## src/hdl/dprm_pkg.sv

```systemverilog
// Purpose: shared constants and types for the dual-port ram host controller
// Assumes: one 20 MHz clock, device pins sampled as synchronous inputs
// Notes:   all pin timing figures are in ns and turned into whole cycles here
package dprm_pkg;

  // clock period of the controller
  localparam int CLK_PERIOD_NS        = 50;

  // pin timing figures in ns; defaults match the slowest speed grade
  localparam int SELECT_ACCESS_NS     = 20;
  localparam int OE_ACCESS_NS         = 12;
  localparam int FLOWTHROUGH_NS       = 30;
  localparam int WRITE_DATA_SETUP_NS  = 15;
  localparam int WRITE_PULSE_NS       = 20;
  localparam int CONTENTION_SETTLE_NS = 20;
  localparam int PRIORITY_SETUP_NS    = 5;
  localparam int FLAG_UPDATE_PULSE_NS = 10;
  localparam int FLAG_WRITE_TO_READ_NS = 5;

  // least time in ns rounded up to whole cycles, never below one
  function automatic int cyc_min(input int ns);
    int c;
    c = (ns + CLK_PERIOD_NS - 1) / CLK_PERIOD_NS;
    return (c < 1) ? 1 : c;
  endfunction

  function automatic int imax(input int a, input int b);
    return (a > b) ? a : b;
  endfunction

  // derived cycle counts
  localparam int WRITE_CYC      = imax(cyc_min(WRITE_PULSE_NS),
                                       cyc_min(WRITE_DATA_SETUP_NS));
  localparam int SETTLE_CYC     = cyc_min(CONTENTION_SETTLE_NS);
  localparam int PRIO_SETUP_CYC = cyc_min(PRIORITY_SETUP_NS);
  localparam int MEM_READ_CYC   = imax(imax(cyc_min(SELECT_ACCESS_NS),
                                            cyc_min(OE_ACCESS_NS)),
                                       cyc_min(FLOWTHROUGH_NS));
  localparam int TOKEN_READ_CYC = cyc_min(FLAG_WRITE_TO_READ_NS
                                          + OE_ACCESS_NS);
  localparam int FLAG_GAP_CYC   = cyc_min(FLAG_UPDATE_PULSE_NS);
  localparam int PLAIN_GAP_CYC  = 1;

  // widths
  localparam int TIMER_W        = 4;
  localparam int TOKEN_ADDR_W   = 3;
  localparam int TOKEN_DATA_BIT = 0;

  // user commands
  typedef enum logic [2:0] {
    OP_MEM_READ,
    OP_MEM_WRITE,
    OP_TOKEN_READ,
    OP_TOKEN_WRITE,
    OP_TOKEN_TAKE,
    OP_MAIL_POST,
    OP_MAIL_FETCH
  } dprm_op_t;

  // controller states
  typedef enum logic [2:0] {
    ST_IDLE,
    ST_SETTLE,
    ST_WRITE,
    ST_GAP,
    ST_READ
  } dprm_state_t;

endpackage

```

## src/hdl/dprm_wait_timer.sv

```systemverilog
// Purpose: down counter that times pin phases of the host controller
// Assumes: load_value is at least one
// Notes:   expired rises load_value cycles after the load cycle
`timescale 1ns/10ps
`default_nettype none
module dprm_wait_timer
#(
  parameter int W = 4
)
(
  // clock and reset
  input  wire logic         clk,
  input  wire logic         reset_n,
  // control
  input  wire logic         load,
  input  wire logic [W-1:0] load_value,
  // status
  output logic              expired
);

  logic [W-1:0] count_reg;
  logic [W-1:0] count_next;

  // load wins over counting so a reload always restarts the full phase
  always_comb
  begin
    count_next = count_reg;
    if (load)
      count_next = load_value - W'(1);
    else if (count_reg != '0)
      count_next = count_reg - W'(1);
  end

  always_ff @(posedge clk or negedge reset_n)
  begin
    if (!reset_n)
      count_reg <= '0;
    else
      count_reg <= count_next;
  end

  assign expired = (count_reg == '0);

endmodule
`default_nettype wire

```

## src/hdl/dprm_host.sv

```systemverilog
// Purpose: host controller driving one port of an asynchronous dual-port
//          ram with mailbox interrupts, contention flag and token latches
// Assumes: device pins are synchronous to clk; role_master mirrors the
//          device's master/slave strap
// Notes:   every pin comes from a flip-flop; phases are timed in cycles
`timescale 1ns/10ps
`default_nettype none
module dprm_host
  import dprm_pkg::*;
#(
  parameter int ADDR_W  = 16,
  parameter int DATA_W  = 8,
  parameter bit IS_LEFT = 1'b1
)
(
  // clock and reset
  input  wire logic                  clk,
  input  wire logic                  reset_n,
  // device role strap, high for master
  input  wire logic                  role_master,
  // user command
  input  wire logic                  cmd_valid,
  input  wire dprm_pkg::dprm_op_t    cmd_op,
  input  wire logic [ADDR_W-1:0]     cmd_addr,
  input  wire logic [DATA_W-1:0]     cmd_wdata,
  output logic                       cmd_ready,
  // user answer
  output logic                       resp_valid,
  output logic [DATA_W-1:0]          resp_rdata,
  output logic                       mail_pending,
  // device port pins
  output logic                       select_n,
  output logic                       token_select_n,
  output logic                       write_n,
  output logic                       out_en_n,
  output logic [ADDR_W-1:0]          addr,
  output logic [DATA_W-1:0]          data_out,
  output logic                       data_oe,
  input  wire logic [DATA_W-1:0]     data_in,
  input  wire logic                  contention_n,
  input  wire logic                  mail_int_n
);
  import dprm_pkg::*;

  dprm_state_t         state_reg,  state_next;
  dprm_op_t            op_reg,     op_next;
  logic                sel_n_reg,  sel_n_next;
  logic                tok_n_reg,  tok_n_next;
  logic                wr_n_reg,   wr_n_next;
  logic                oe_n_reg,   oe_n_next;
  logic [ADDR_W-1:0]   addr_reg,   addr_next;
  logic [DATA_W-1:0]   dout_reg,   dout_next;
  logic                doe_reg,    doe_next;
  logic                ready_reg,  ready_next;
  logic                rvalid_reg, rvalid_next;
  logic [DATA_W-1:0]   rdata_reg,  rdata_next;
  logic                mail_reg,   mail_next;
  logic                tmr_load;
  logic [TIMER_W-1:0]  tmr_value;
  logic                tmr_expired;

  // mailbox address owned by the right or the left port
  function automatic logic [ADDR_W-1:0] mbox_addr(input logic right_owner);
    return right_owner ? {ADDR_W{1'b1}} : {{(ADDR_W-1){1'b1}}, 1'b0};
  endfunction

  function automatic logic is_token_op(input dprm_op_t op);
    return (op == OP_TOKEN_READ) || (op == OP_TOKEN_WRITE)
           || (op == OP_TOKEN_TAKE);
  endfunction

  function automatic logic is_write_op(input dprm_op_t op);
    return (op == OP_MEM_WRITE) || (op == OP_TOKEN_WRITE)
           || (op == OP_TOKEN_TAKE) || (op == OP_MAIL_POST);
  endfunction

  dprm_wait_timer #(.W(TIMER_W)) u_timer (
    .clk        (clk),
    .reset_n    (reset_n),
    .load       (tmr_load),
    .load_value (tmr_value),
    .expired    (tmr_expired)
  );

  // next state of the pin sequencer
  always_comb
  begin
    state_next  = state_reg;
    op_next     = op_reg;
    sel_n_next  = sel_n_reg;
    tok_n_next  = tok_n_reg;
    wr_n_next   = wr_n_reg;
    oe_n_next   = oe_n_reg;
    addr_next   = addr_reg;
    dout_next   = dout_reg;
    doe_next    = doe_reg;
    ready_next  = ready_reg;
    rvalid_next = 1'b0;
    rdata_next  = rdata_reg;
    mail_next   = !mail_int_n;
    tmr_load    = 1'b0;
    tmr_value   = TIMER_W'(PLAIN_GAP_CYC);
    case (state_reg)
      ST_IDLE:
      begin
        if (cmd_valid && ready_reg)
        begin
          op_next    = cmd_op;
          ready_next = 1'b0;
          dout_next  = cmd_wdata;
          addr_next  = cmd_addr;
          if (cmd_op == OP_MAIL_POST)
            addr_next = mbox_addr(IS_LEFT);
          else if (cmd_op == OP_MAIL_FETCH)
            addr_next = mbox_addr(!IS_LEFT);
          else if (is_token_op(cmd_op))
            addr_next = {{(ADDR_W-TOKEN_ADDR_W){1'b0}},
                         cmd_addr[TOKEN_ADDR_W-1:0]};
          if (cmd_op == OP_TOKEN_TAKE)
            dout_next = '0;
          else if (cmd_op == OP_TOKEN_WRITE)
            dout_next = {DATA_W{cmd_wdata[TOKEN_DATA_BIT]}};
          // never both selects at once
          if (is_token_op(cmd_op))
            tok_n_next = 1'b0;
          else
            sel_n_next = 1'b0;
          tmr_load = 1'b1;
          if (is_write_op(cmd_op))
          begin
            doe_next   = 1'b1;
            state_next = ST_SETTLE;
            // slave waits out the master's arbitration
            tmr_value  = role_master ? TIMER_W'(PRIO_SETUP_CYC)
                                     : TIMER_W'(SETTLE_CYC);
          end
          else
          begin
            oe_n_next  = 1'b0;
            state_next = ST_READ;
            tmr_value  = is_token_op(cmd_op) ? TIMER_W'(TOKEN_READ_CYC)
                                             : TIMER_W'(MEM_READ_CYC);
          end
        end
      end
      ST_SETTLE:
      begin
        // a slave never opens a strobe while contention is shown
        if (tmr_expired && (role_master || contention_n))
        begin
          wr_n_next  = 1'b0;
          tmr_load   = 1'b1;
          tmr_value  = TIMER_W'(WRITE_CYC);
          state_next = ST_WRITE;
        end
      end
      ST_WRITE:
      begin
        // a lost arbitration blocks the write, so stretch the strobe
        if (!contention_n)
        begin
          tmr_load  = 1'b1;
          tmr_value = TIMER_W'(WRITE_CYC);
        end
        else if (tmr_expired)
        begin
          wr_n_next  = 1'b1;
          sel_n_next = 1'b1;
          tok_n_next = 1'b1;
          tmr_load   = 1'b1;
          tmr_value  = is_token_op(op_reg) ? TIMER_W'(FLAG_GAP_CYC)
                                           : TIMER_W'(PLAIN_GAP_CYC);
          state_next = ST_GAP;
        end
      end
      ST_GAP:
      begin
        // data stays one cycle past the strobe for hold time
        doe_next = 1'b0;
        if (tmr_expired)
        begin
          if (op_reg == OP_TOKEN_TAKE)
          begin
            tok_n_next = 1'b0;
            oe_n_next  = 1'b0;
            tmr_load   = 1'b1;
            tmr_value  = TIMER_W'(TOKEN_READ_CYC);
            state_next = ST_READ;
          end
          else
          begin
            rvalid_next = 1'b1;
            ready_next  = 1'b1;
            state_next  = ST_IDLE;
          end
        end
      end
      ST_READ:
      begin
        // data is undefined until flowthrough after contention ends
        if (!is_token_op(op_reg) && !contention_n)
        begin
          tmr_load  = 1'b1;
          tmr_value = TIMER_W'(MEM_READ_CYC);
        end
        else if (tmr_expired)
        begin
          rdata_next = data_in;
          sel_n_next = 1'b1;
          tok_n_next = 1'b1;
          oe_n_next  = 1'b1;
          if (op_reg == OP_TOKEN_TAKE && data_in[TOKEN_DATA_BIT])
          begin
            // other port owns it: pause, then poll again
            tmr_load   = 1'b1;
            tmr_value  = TIMER_W'(FLAG_GAP_CYC);
            state_next = ST_GAP;
          end
          else
          begin
            rvalid_next = 1'b1;
            ready_next  = 1'b1;
            state_next  = ST_IDLE;
          end
        end
      end
      default:
      begin
        state_next = ST_IDLE;
        ready_next = 1'b1;
      end
    endcase
  end

  // register stage; strobes and selects idle high, data pins released
  always_ff @(posedge clk or negedge reset_n)
  begin
    if (!reset_n)
    begin
      state_reg  <= ST_IDLE;
      op_reg     <= OP_MEM_READ;
      sel_n_reg  <= 1'b1;
      tok_n_reg  <= 1'b1;
      wr_n_reg   <= 1'b1;
      oe_n_reg   <= 1'b1;
      addr_reg   <= '0;
      dout_reg   <= '0;
      doe_reg    <= 1'b0;
      ready_reg  <= 1'b1;
      rvalid_reg <= 1'b0;
      rdata_reg  <= '0;
      mail_reg   <= 1'b0;
    end
    else
    begin
      state_reg  <= state_next;
      op_reg     <= op_next;
      sel_n_reg  <= sel_n_next;
      tok_n_reg  <= tok_n_next;
      wr_n_reg   <= wr_n_next;
      oe_n_reg   <= oe_n_next;
      addr_reg   <= addr_next;
      dout_reg   <= dout_next;
      doe_reg    <= doe_next;
      ready_reg  <= ready_next;
      rvalid_reg <= rvalid_next;
      rdata_reg  <= rdata_next;
      mail_reg   <= mail_next;
    end
  end

  // outputs straight from flip-flops
  assign cmd_ready      = ready_reg;
  assign resp_valid     = rvalid_reg;
  assign resp_rdata     = rdata_reg;
  assign mail_pending   = mail_reg;
  assign select_n       = sel_n_reg;
  assign token_select_n = tok_n_reg;
  assign write_n        = wr_n_reg;
  assign out_en_n       = oe_n_reg;
  assign addr           = addr_reg;
  assign data_out       = dout_reg;
  assign data_oe        = doe_reg;

  // helper counters of strobe and enable lengths, read only by checks
  logic [7:0] wlow_cnt;
  logic [7:0] rlow_cnt;
  always_ff @(posedge clk or negedge reset_n)
  begin
    if (!reset_n)
    begin
      wlow_cnt <= '0;
      rlow_cnt <= '0;
    end
    else
    begin
      wlow_cnt <= wr_n_reg ? 8'h00 : wlow_cnt + 8'h01;
      rlow_cnt <= oe_n_reg ? 8'h00 : rlow_cnt + 8'h01;
    end
  end
endmodule
`default_nettype wire

```

## config.mk

```make
export PLATFORM = sky130hd
export DESIGN_NAME = dprm_host
export DESIGN_NICKNAME = d
export VERILOG_FILES = /design/src/hdl/dprm_pkg.sv /design/src/hdl/dprm_wait_timer.sv /design/src/hdl/dprm_host.sv
export SDC_FILE = /design/constraint.sdc
export NUM_CORES = 1
export LEC_CHECK = 0
export BUFFER_PORTS_ARGS = -buffer_cell sky130_fd_sc_hd__buf_2
export CORE_ASPECT_RATIO = 0.7
export CORE_UTILIZATION = 35
export CTS_CLUSTER_SIZE = 24
export DETAILED_ROUTE_END_ITERATION = 10
export GPL_TIMING_DRIVEN = 0
export SETUP_SLACK_MARGIN = 0.5
export SYNTH_ARGS = -nofsm -noshare
export SYNTH_HDL_FRONTEND = slang
export SYNTH_SLANG_ARGS = --single-unit
```

## constraint.sdc

```tcl
create_clock -name clk -period 3.1 [get_ports clk]
set_input_delay 0.31 -clock clk [delete_from_list [all_inputs] [get_ports clk]]
set_output_delay 0.31 -clock clk [all_outputs]
set_load 0.05 [all_outputs]
```

==> results.toml, run 1 <==
[critical_path]
worst-setup-path-type = "reg2reg"
path_max_fanout = 10
cp-end-kind = "register"
worstPathArrival_ns = 2.13
cp_slowest_cell = "dfrtp_1"
startpoint_type = "register"
required_ns = 3.35
path_cells = "inv_1 > ha_1 > nor3b_2 > buf_2 > a2bb2oi_1 > o21ai_0 > a31oi_1 > o21a_1"
critPathMaxStageDelay_ns = 0.41

[logic_synthesis]
ys_seq_elements = 50
synth_area_leaders = "dfrtp_1 (41%), a2111oi_2 (5.0%), dfstp_2 (4.8%)"
ys_warn_count = 0
postSynthAreaPerCell_um2 = 9.76
synthFlopType = "dfrtp_1"
synth_fp_nets = 321
synth_area_leader_cell = "dfrtp_1"
synth_cell_type_count = 52
syn_area_um2 = 2720
synth.most_common_cell = "dfrtp_1"
synth_edf_count = 0
ys_async_sr_fraction_pct = 100
synth_seq_area_share_pct = 46.2
netlist_instances = 279
synth_common_cells = "dfrtp_1 (45), nor2_1 (29), nand2_1 (26)"
synth_top_cell_area_share_pct = 41.3

[sta]
hold_viol = 0
setup_viol = 0
setup_tns_ns = 0
rsz0062_at_grt = "no"
fin_crit_ns = 1.88
maxSlewHeadroom_pct = 22.5
drv_slew = 0
setup_slack_ns = 1.22
tightest_slew_ns = 1.16
timing.fmax_ghz = 0.532
whs_ns = 0.128
finClkSkew_ns = 0.0101
fin_crit_sh_pct = 60.7

[global_route]
grt_pass1_vias = 2263
grt_use_total_pct = 17.8
grt_max_degree = 51
antenna_found_initial = 0
grt_pass1_wl_um = 11200
grt_overflow = 0

[floorplan]
die-area_um2 = 8150
core-area_um2 = 7420
num_io_pins = 81
die_y_um = 75.8
num_rows = 26
dieWidth_um = 107
initial_utilization_pct = 36.7

[placement]
placed_cell_area_um2 = 3240
routabilityCongestion = 0.852
place_ws_ns = 1.23
hpwl_um = 4990
port_buffers = 78

[cells_and_area]
final_area_um2 = 3330
regArea_um2 = 1260
diodes = 0
fillCellCount = 758
fin_nets = 406
largest_reg_flops = 16
drive_gt1_share_pct = 37.0
syn_to_final_growth_pct = 22.4
multiInputGateArea_um2 = 1330

[cts]
cts_root_buf = "clkbuf_8"
clockBufferDepth = 2
cts_tree = "yes"
cts_buffers = 5
cts.sinks = 50
post_cts_buffers = 0
clock_latency_ns = 0.31
cts.repair.resized = 0
clkSlewWorstSetupHoldPaths_ns = 0.10
cts_htree_levels = 2
postCtsHoldBufs = 0

[power_and_ir_drop]
p_total_w = 0.00382
total_leakage_power_nw = 1.61
ir_drop_v = 0.000620
pwr_density_cell_nw_per_um2 = 1140

[min_path]
hold_class = "in2reg"

[job]
drv_cap = 0

[route]
wire_per_inst_um = 14.5
vias = 2399
first_pass_iters = 4
wl_um = 6730
drc_errors = 0
drt-initial-drc-count = 111
drtAntennaViolNets = 0
viasPerCell = 5.18

[run_status]
status = "finished, final reports clean"
## cell families (layout without fill, tap and decap cells)
logic type / after synthesis / count (layout) / synth area share [%]
buf+inv: 29 / 115 / 5.19
mux: 11 / 11 / 4.41
flops: 50 / 50 / 46.2
simple gates: 91 / 91 / 18.4
compound gates: 95 / 95 / 24.7
fa+ha+maj: 1 / 1 / 0.459
xor+xnor: 2 / 2 / 0.643
## layout make-up
type / instances / share of cell area (%)
clock buffer: 5 / 2.06
timing repair buffer: 78 / 11.7
multi-input combinational: 200 / 39.7
sequential: 50 / 37.7
inverter: 7 / 0.788
tap: 98 / 3.68
buffer: 22 / 3.45
clock inverter: 3 / 0.863
## per-stage QoR
step	util (%)	std cells
after floorplan	-	279
after global placement	43.6	455
after detailed placement	43.6	455
after CTS	45.0	463
after global routing	45.0	463
final	45.0	463
## worst paths after layout
path / endpoint / cells after the start / slack [ns] / start
worst max-delay path: state_reg[0] / 8 / 1.22 / u_timer.count_reg[0]
worst min register to register: data_out[4] / 2 / 0.48 / data_out[4]
min in group asynchronous: mail_pending / 1 / 0.19 / reset_n
worst min-delay path: mail_pending / 2 / 0.13 / mail_int_n
max in group asynchronous: addr[10] / 1 / 2.16 / reset_n
worst max register to register: state_reg[0] / 8 / 1.22 / u_timer.count_reg[0]
## power by group
group	total [W]	internal, W	switching, W
Sequential	0.00112	0.000960	0.000164
Combinational	0.00228	0.000694	0.00159
Clock	0.000412	0.000168	0.000244
## critical path: cells and delay by family (launching register included)
kind	cells	cell delay, ns
DFF	1	0.41
buffers and inverters	2	0.33
and+or+nand+nor	1	0.22
AOI/OAI and AO/OA	4	0.68
adders and majority gates	1	0.18
## layer usage
| metal | wire (µm) | vias to the layer above | global-route usage [%] |
|---|---|---|---|
| li1 | - | 1181 | - |
| met1 | 3420 | 1138 | 26.3 |
| met2 | 2790 | 75 | 25.9 |
| met3 | 491 | 5 | 5.05 |
| met4 | 34 | 0 | 3.81 |
| met5 | 0 | - | 0 |
## layout by cell type (no fill, tap or decap), types with 6 or more instances in the layout
cell type | netlist | routed
dfrtp_1 | 45 | 45
inv_1 | 7 | 7
clkbuf_1 | 8 | 8
a2111oi_2 | 9 | 9
nand2_1 | 26 | 26
buf_2 | 11 | 89
a21o_1 | 13 | 13
a31oi_1 | 6 | 6
o21ai_0 | 22 | 22
a21oi_1 | 21 | 21
nor2_1 | 29 | 29
mux2_2 | 8 | 8
Note: power is estimated with default switching activity, not from simulation.
==> run 2, diff against run 1 <==
==> constraint.sdc (replaced) <==
create_clock -name clk -period 1.95 [get_ports clk]
set_input_delay 0.195 -clock clk [delete_from_list [all_inputs] [get_ports clk]]
set_output_delay 0.195 -clock clk [all_outputs]
set_load 0.05 [all_outputs]
==> run 2 against run 1 <==
Net effect: setup slack lost 0.94 ns; non-clock buffer count grew 35; core utilization grew 10 points; final cell count grew 7.8%; power grew 93%; clock-buffer cell count is the same; final area grew 23%; global-route usage grew 1.7 points; combinational power grew 110%; critical path type unchanged.
==> results.toml, run 2 (synthesized netlist as in run 1, its figures left out) <==
[run_status]
status = "finished, final reports clean"

[cells_and_area]
multiInputGateArea_um2 = 1670
layout_commonest_cell = "buf_2"
final_area_um2 = 4090
regArea_um2 = 1260
fin_nets = 442
stdcell_count = 499
fillCellCount = 680
most-common-layout-cells = "buf_2 (84), dfrtp_1 (45), nor2_1 (29), buf_4 (27), a21oi_1 (19)"
syn_to_final_growth_pct = 50.2
diodes = 0
largest_reg_flops = 16
drive_gt1_share_pct = 50.9

[route]
vias = 2612
first_pass_iters = 4
drc_errors = 0
wire_per_inst_um = 15.7
drtAntennaViolNets = 0
drt-initial-drc-count = 118
wl_um = 7820
viasPerCell = 5.23

[critical_path]
path_max_fanout = 8
worstReg2RegStart = "state_reg[0]"
regToRegEndpoint = "addr[15]"
required_ns = 2.20
cp-end-kind = "register"
reg2reg_depth = 7
worst-setup-path-type = "reg2reg"
startpoint_type = "register"
worstPathArrival_ns = 1.92
ff2ff_setup_slack_ns = 0.28

[placement]
dpl.cell_count = 455
port_buffers = 78
hpwl_um = 5140
routabilityCongestion = 0.840
placed_cell_area_um2 = 3420

[cts]
cts_tree = "yes"
clockBufferDepth = 2
cts_htree_levels = 2
cts_buffers = 5
cts.sinks = 50
cts_root_buf = "clkbuf_8"
clkSlewWorstSetupHoldPaths_ns = 0.11
clock_latency_ns = 0.31

[global_route]
grt_use_total_pct = 19.5
grt_overflow = 0
grt_max_degree = 51
grt_pass1_wl_um = 12100
grt_pass1_vias = 2399
antenna_found_initial = 0

[sta]
setup_tns_ns = 0
rsz0062_at_grt = "yes"
drv_slew = 0
fin_crit_sh_pct = 85.6
tightest_slew_ns = 1.13
hold_viol = 0
timing.fmax_ghz = 0.599
fin_crit_ns = 1.67
finClkSkew_ns = 0.0122
setup_viol = 0
maxSlewHeadroom_pct = 24.4
whs_ns = 0.0828

[floorplan]
initial_utilization_pct = 36.7
die_y_um = 75.8
core-area_um2 = 7420
num_rows = 26
dieWidth_um = 107
die-area_um2 = 8150
num_io_pins = 81

[job]
drv_cap = 0

[power_and_ir_drop]
total_leakage_power_nw = 1.91
p_total_w = 0.00735
pwr_density_cell_nw_per_um2 = 1800
ir_drop_v = 0.000985

[min_path]
hold_class = "in2async"
-- run 2: cell types whose count changed in the layout (fill, tap and decap cells not counted), sizes merged --
cell	change
nand3	+1
buf	+33
dlygate4sd3	+1
clkbuf	+1
-- run 2: worst max path at each step --
| stage | start | end | slack (ns) | cells after the start |
|---|---|---|---|---|
| floorplan | u_timer.count_reg[0] | resp_rdata[0] | 0.40 | 6 |
| global placement | state_reg[1] | addr[1] | 0.19 | 6 |
| detailed placement | cmd_op[0] | data_out[0] | 0.16 | 5 |
| CTS | u_timer.count_reg[0] | resp_rdata[0] | 0.26 | 6 |
| global route | op_reg[2] | u_timer.count_reg[1] | 0.21 | 5 |
| finish | state_reg[0] | addr[15] | 0.28 | 7 |
-- run 2: layer usage --
metal,up-vias,GRT usage [%],routed length (µm)
li1,1262,-,-
met1,1247,28.7,3720
met2,95,28.7,3390
met3,8,5.13,633
met4,0,4.57,84
met5,-,0,0
-- run 2: area by class of cell --
| class | count | area share, % |
|---|---|---|
| Clock buffer | 5 | 1.68 |
| Sequential cell | 50 | 30.8 |
| Timing Repair Buffer | 113 | 18.0 |
| Buffer | 22 | 4.43 |
| Multi-Input combinational cell | 201 | 40.8 |
| Inverter | 7 | 0.642 |
| Clock inverter | 3 | 0.703 |
| Tap cell | 98 | 3.00 |
-- run 2: what timing repair did --
item	CTS	global route
resized for setup	20	42
cloned	3	1
pin swaps	7	21
setup endpoints to repair	49	50
hold buffers	1	0
setup buffers	16	15
endpoints found under the hold margin	1	0
-- run 2: power breakdown --
group          switching, W  internal, W
registers          0.000285      0.00153
logic               0.00296      0.00192
clock network      0.000395     0.000267
-- run 2: through the flow --
step                      worst slack, ns  util [%]
after floorplan                     0.395         -
after global placement              0.192      46.1
after detailed placement            0.157      46.1
after CTS                           0.258      50.8
after global routing                0.206      55.2
final                               0.281      55.2
-- run 2: critical path, cell delays in order (launching register included) --
cell       delay, ns
dfrtp_1         0.39
buf_6           0.14
nor3_4          0.29
nand3_4         0.19
buf_16          0.18
buf_4           0.13
a2111oi_4       0.17
a21o_1          0.11
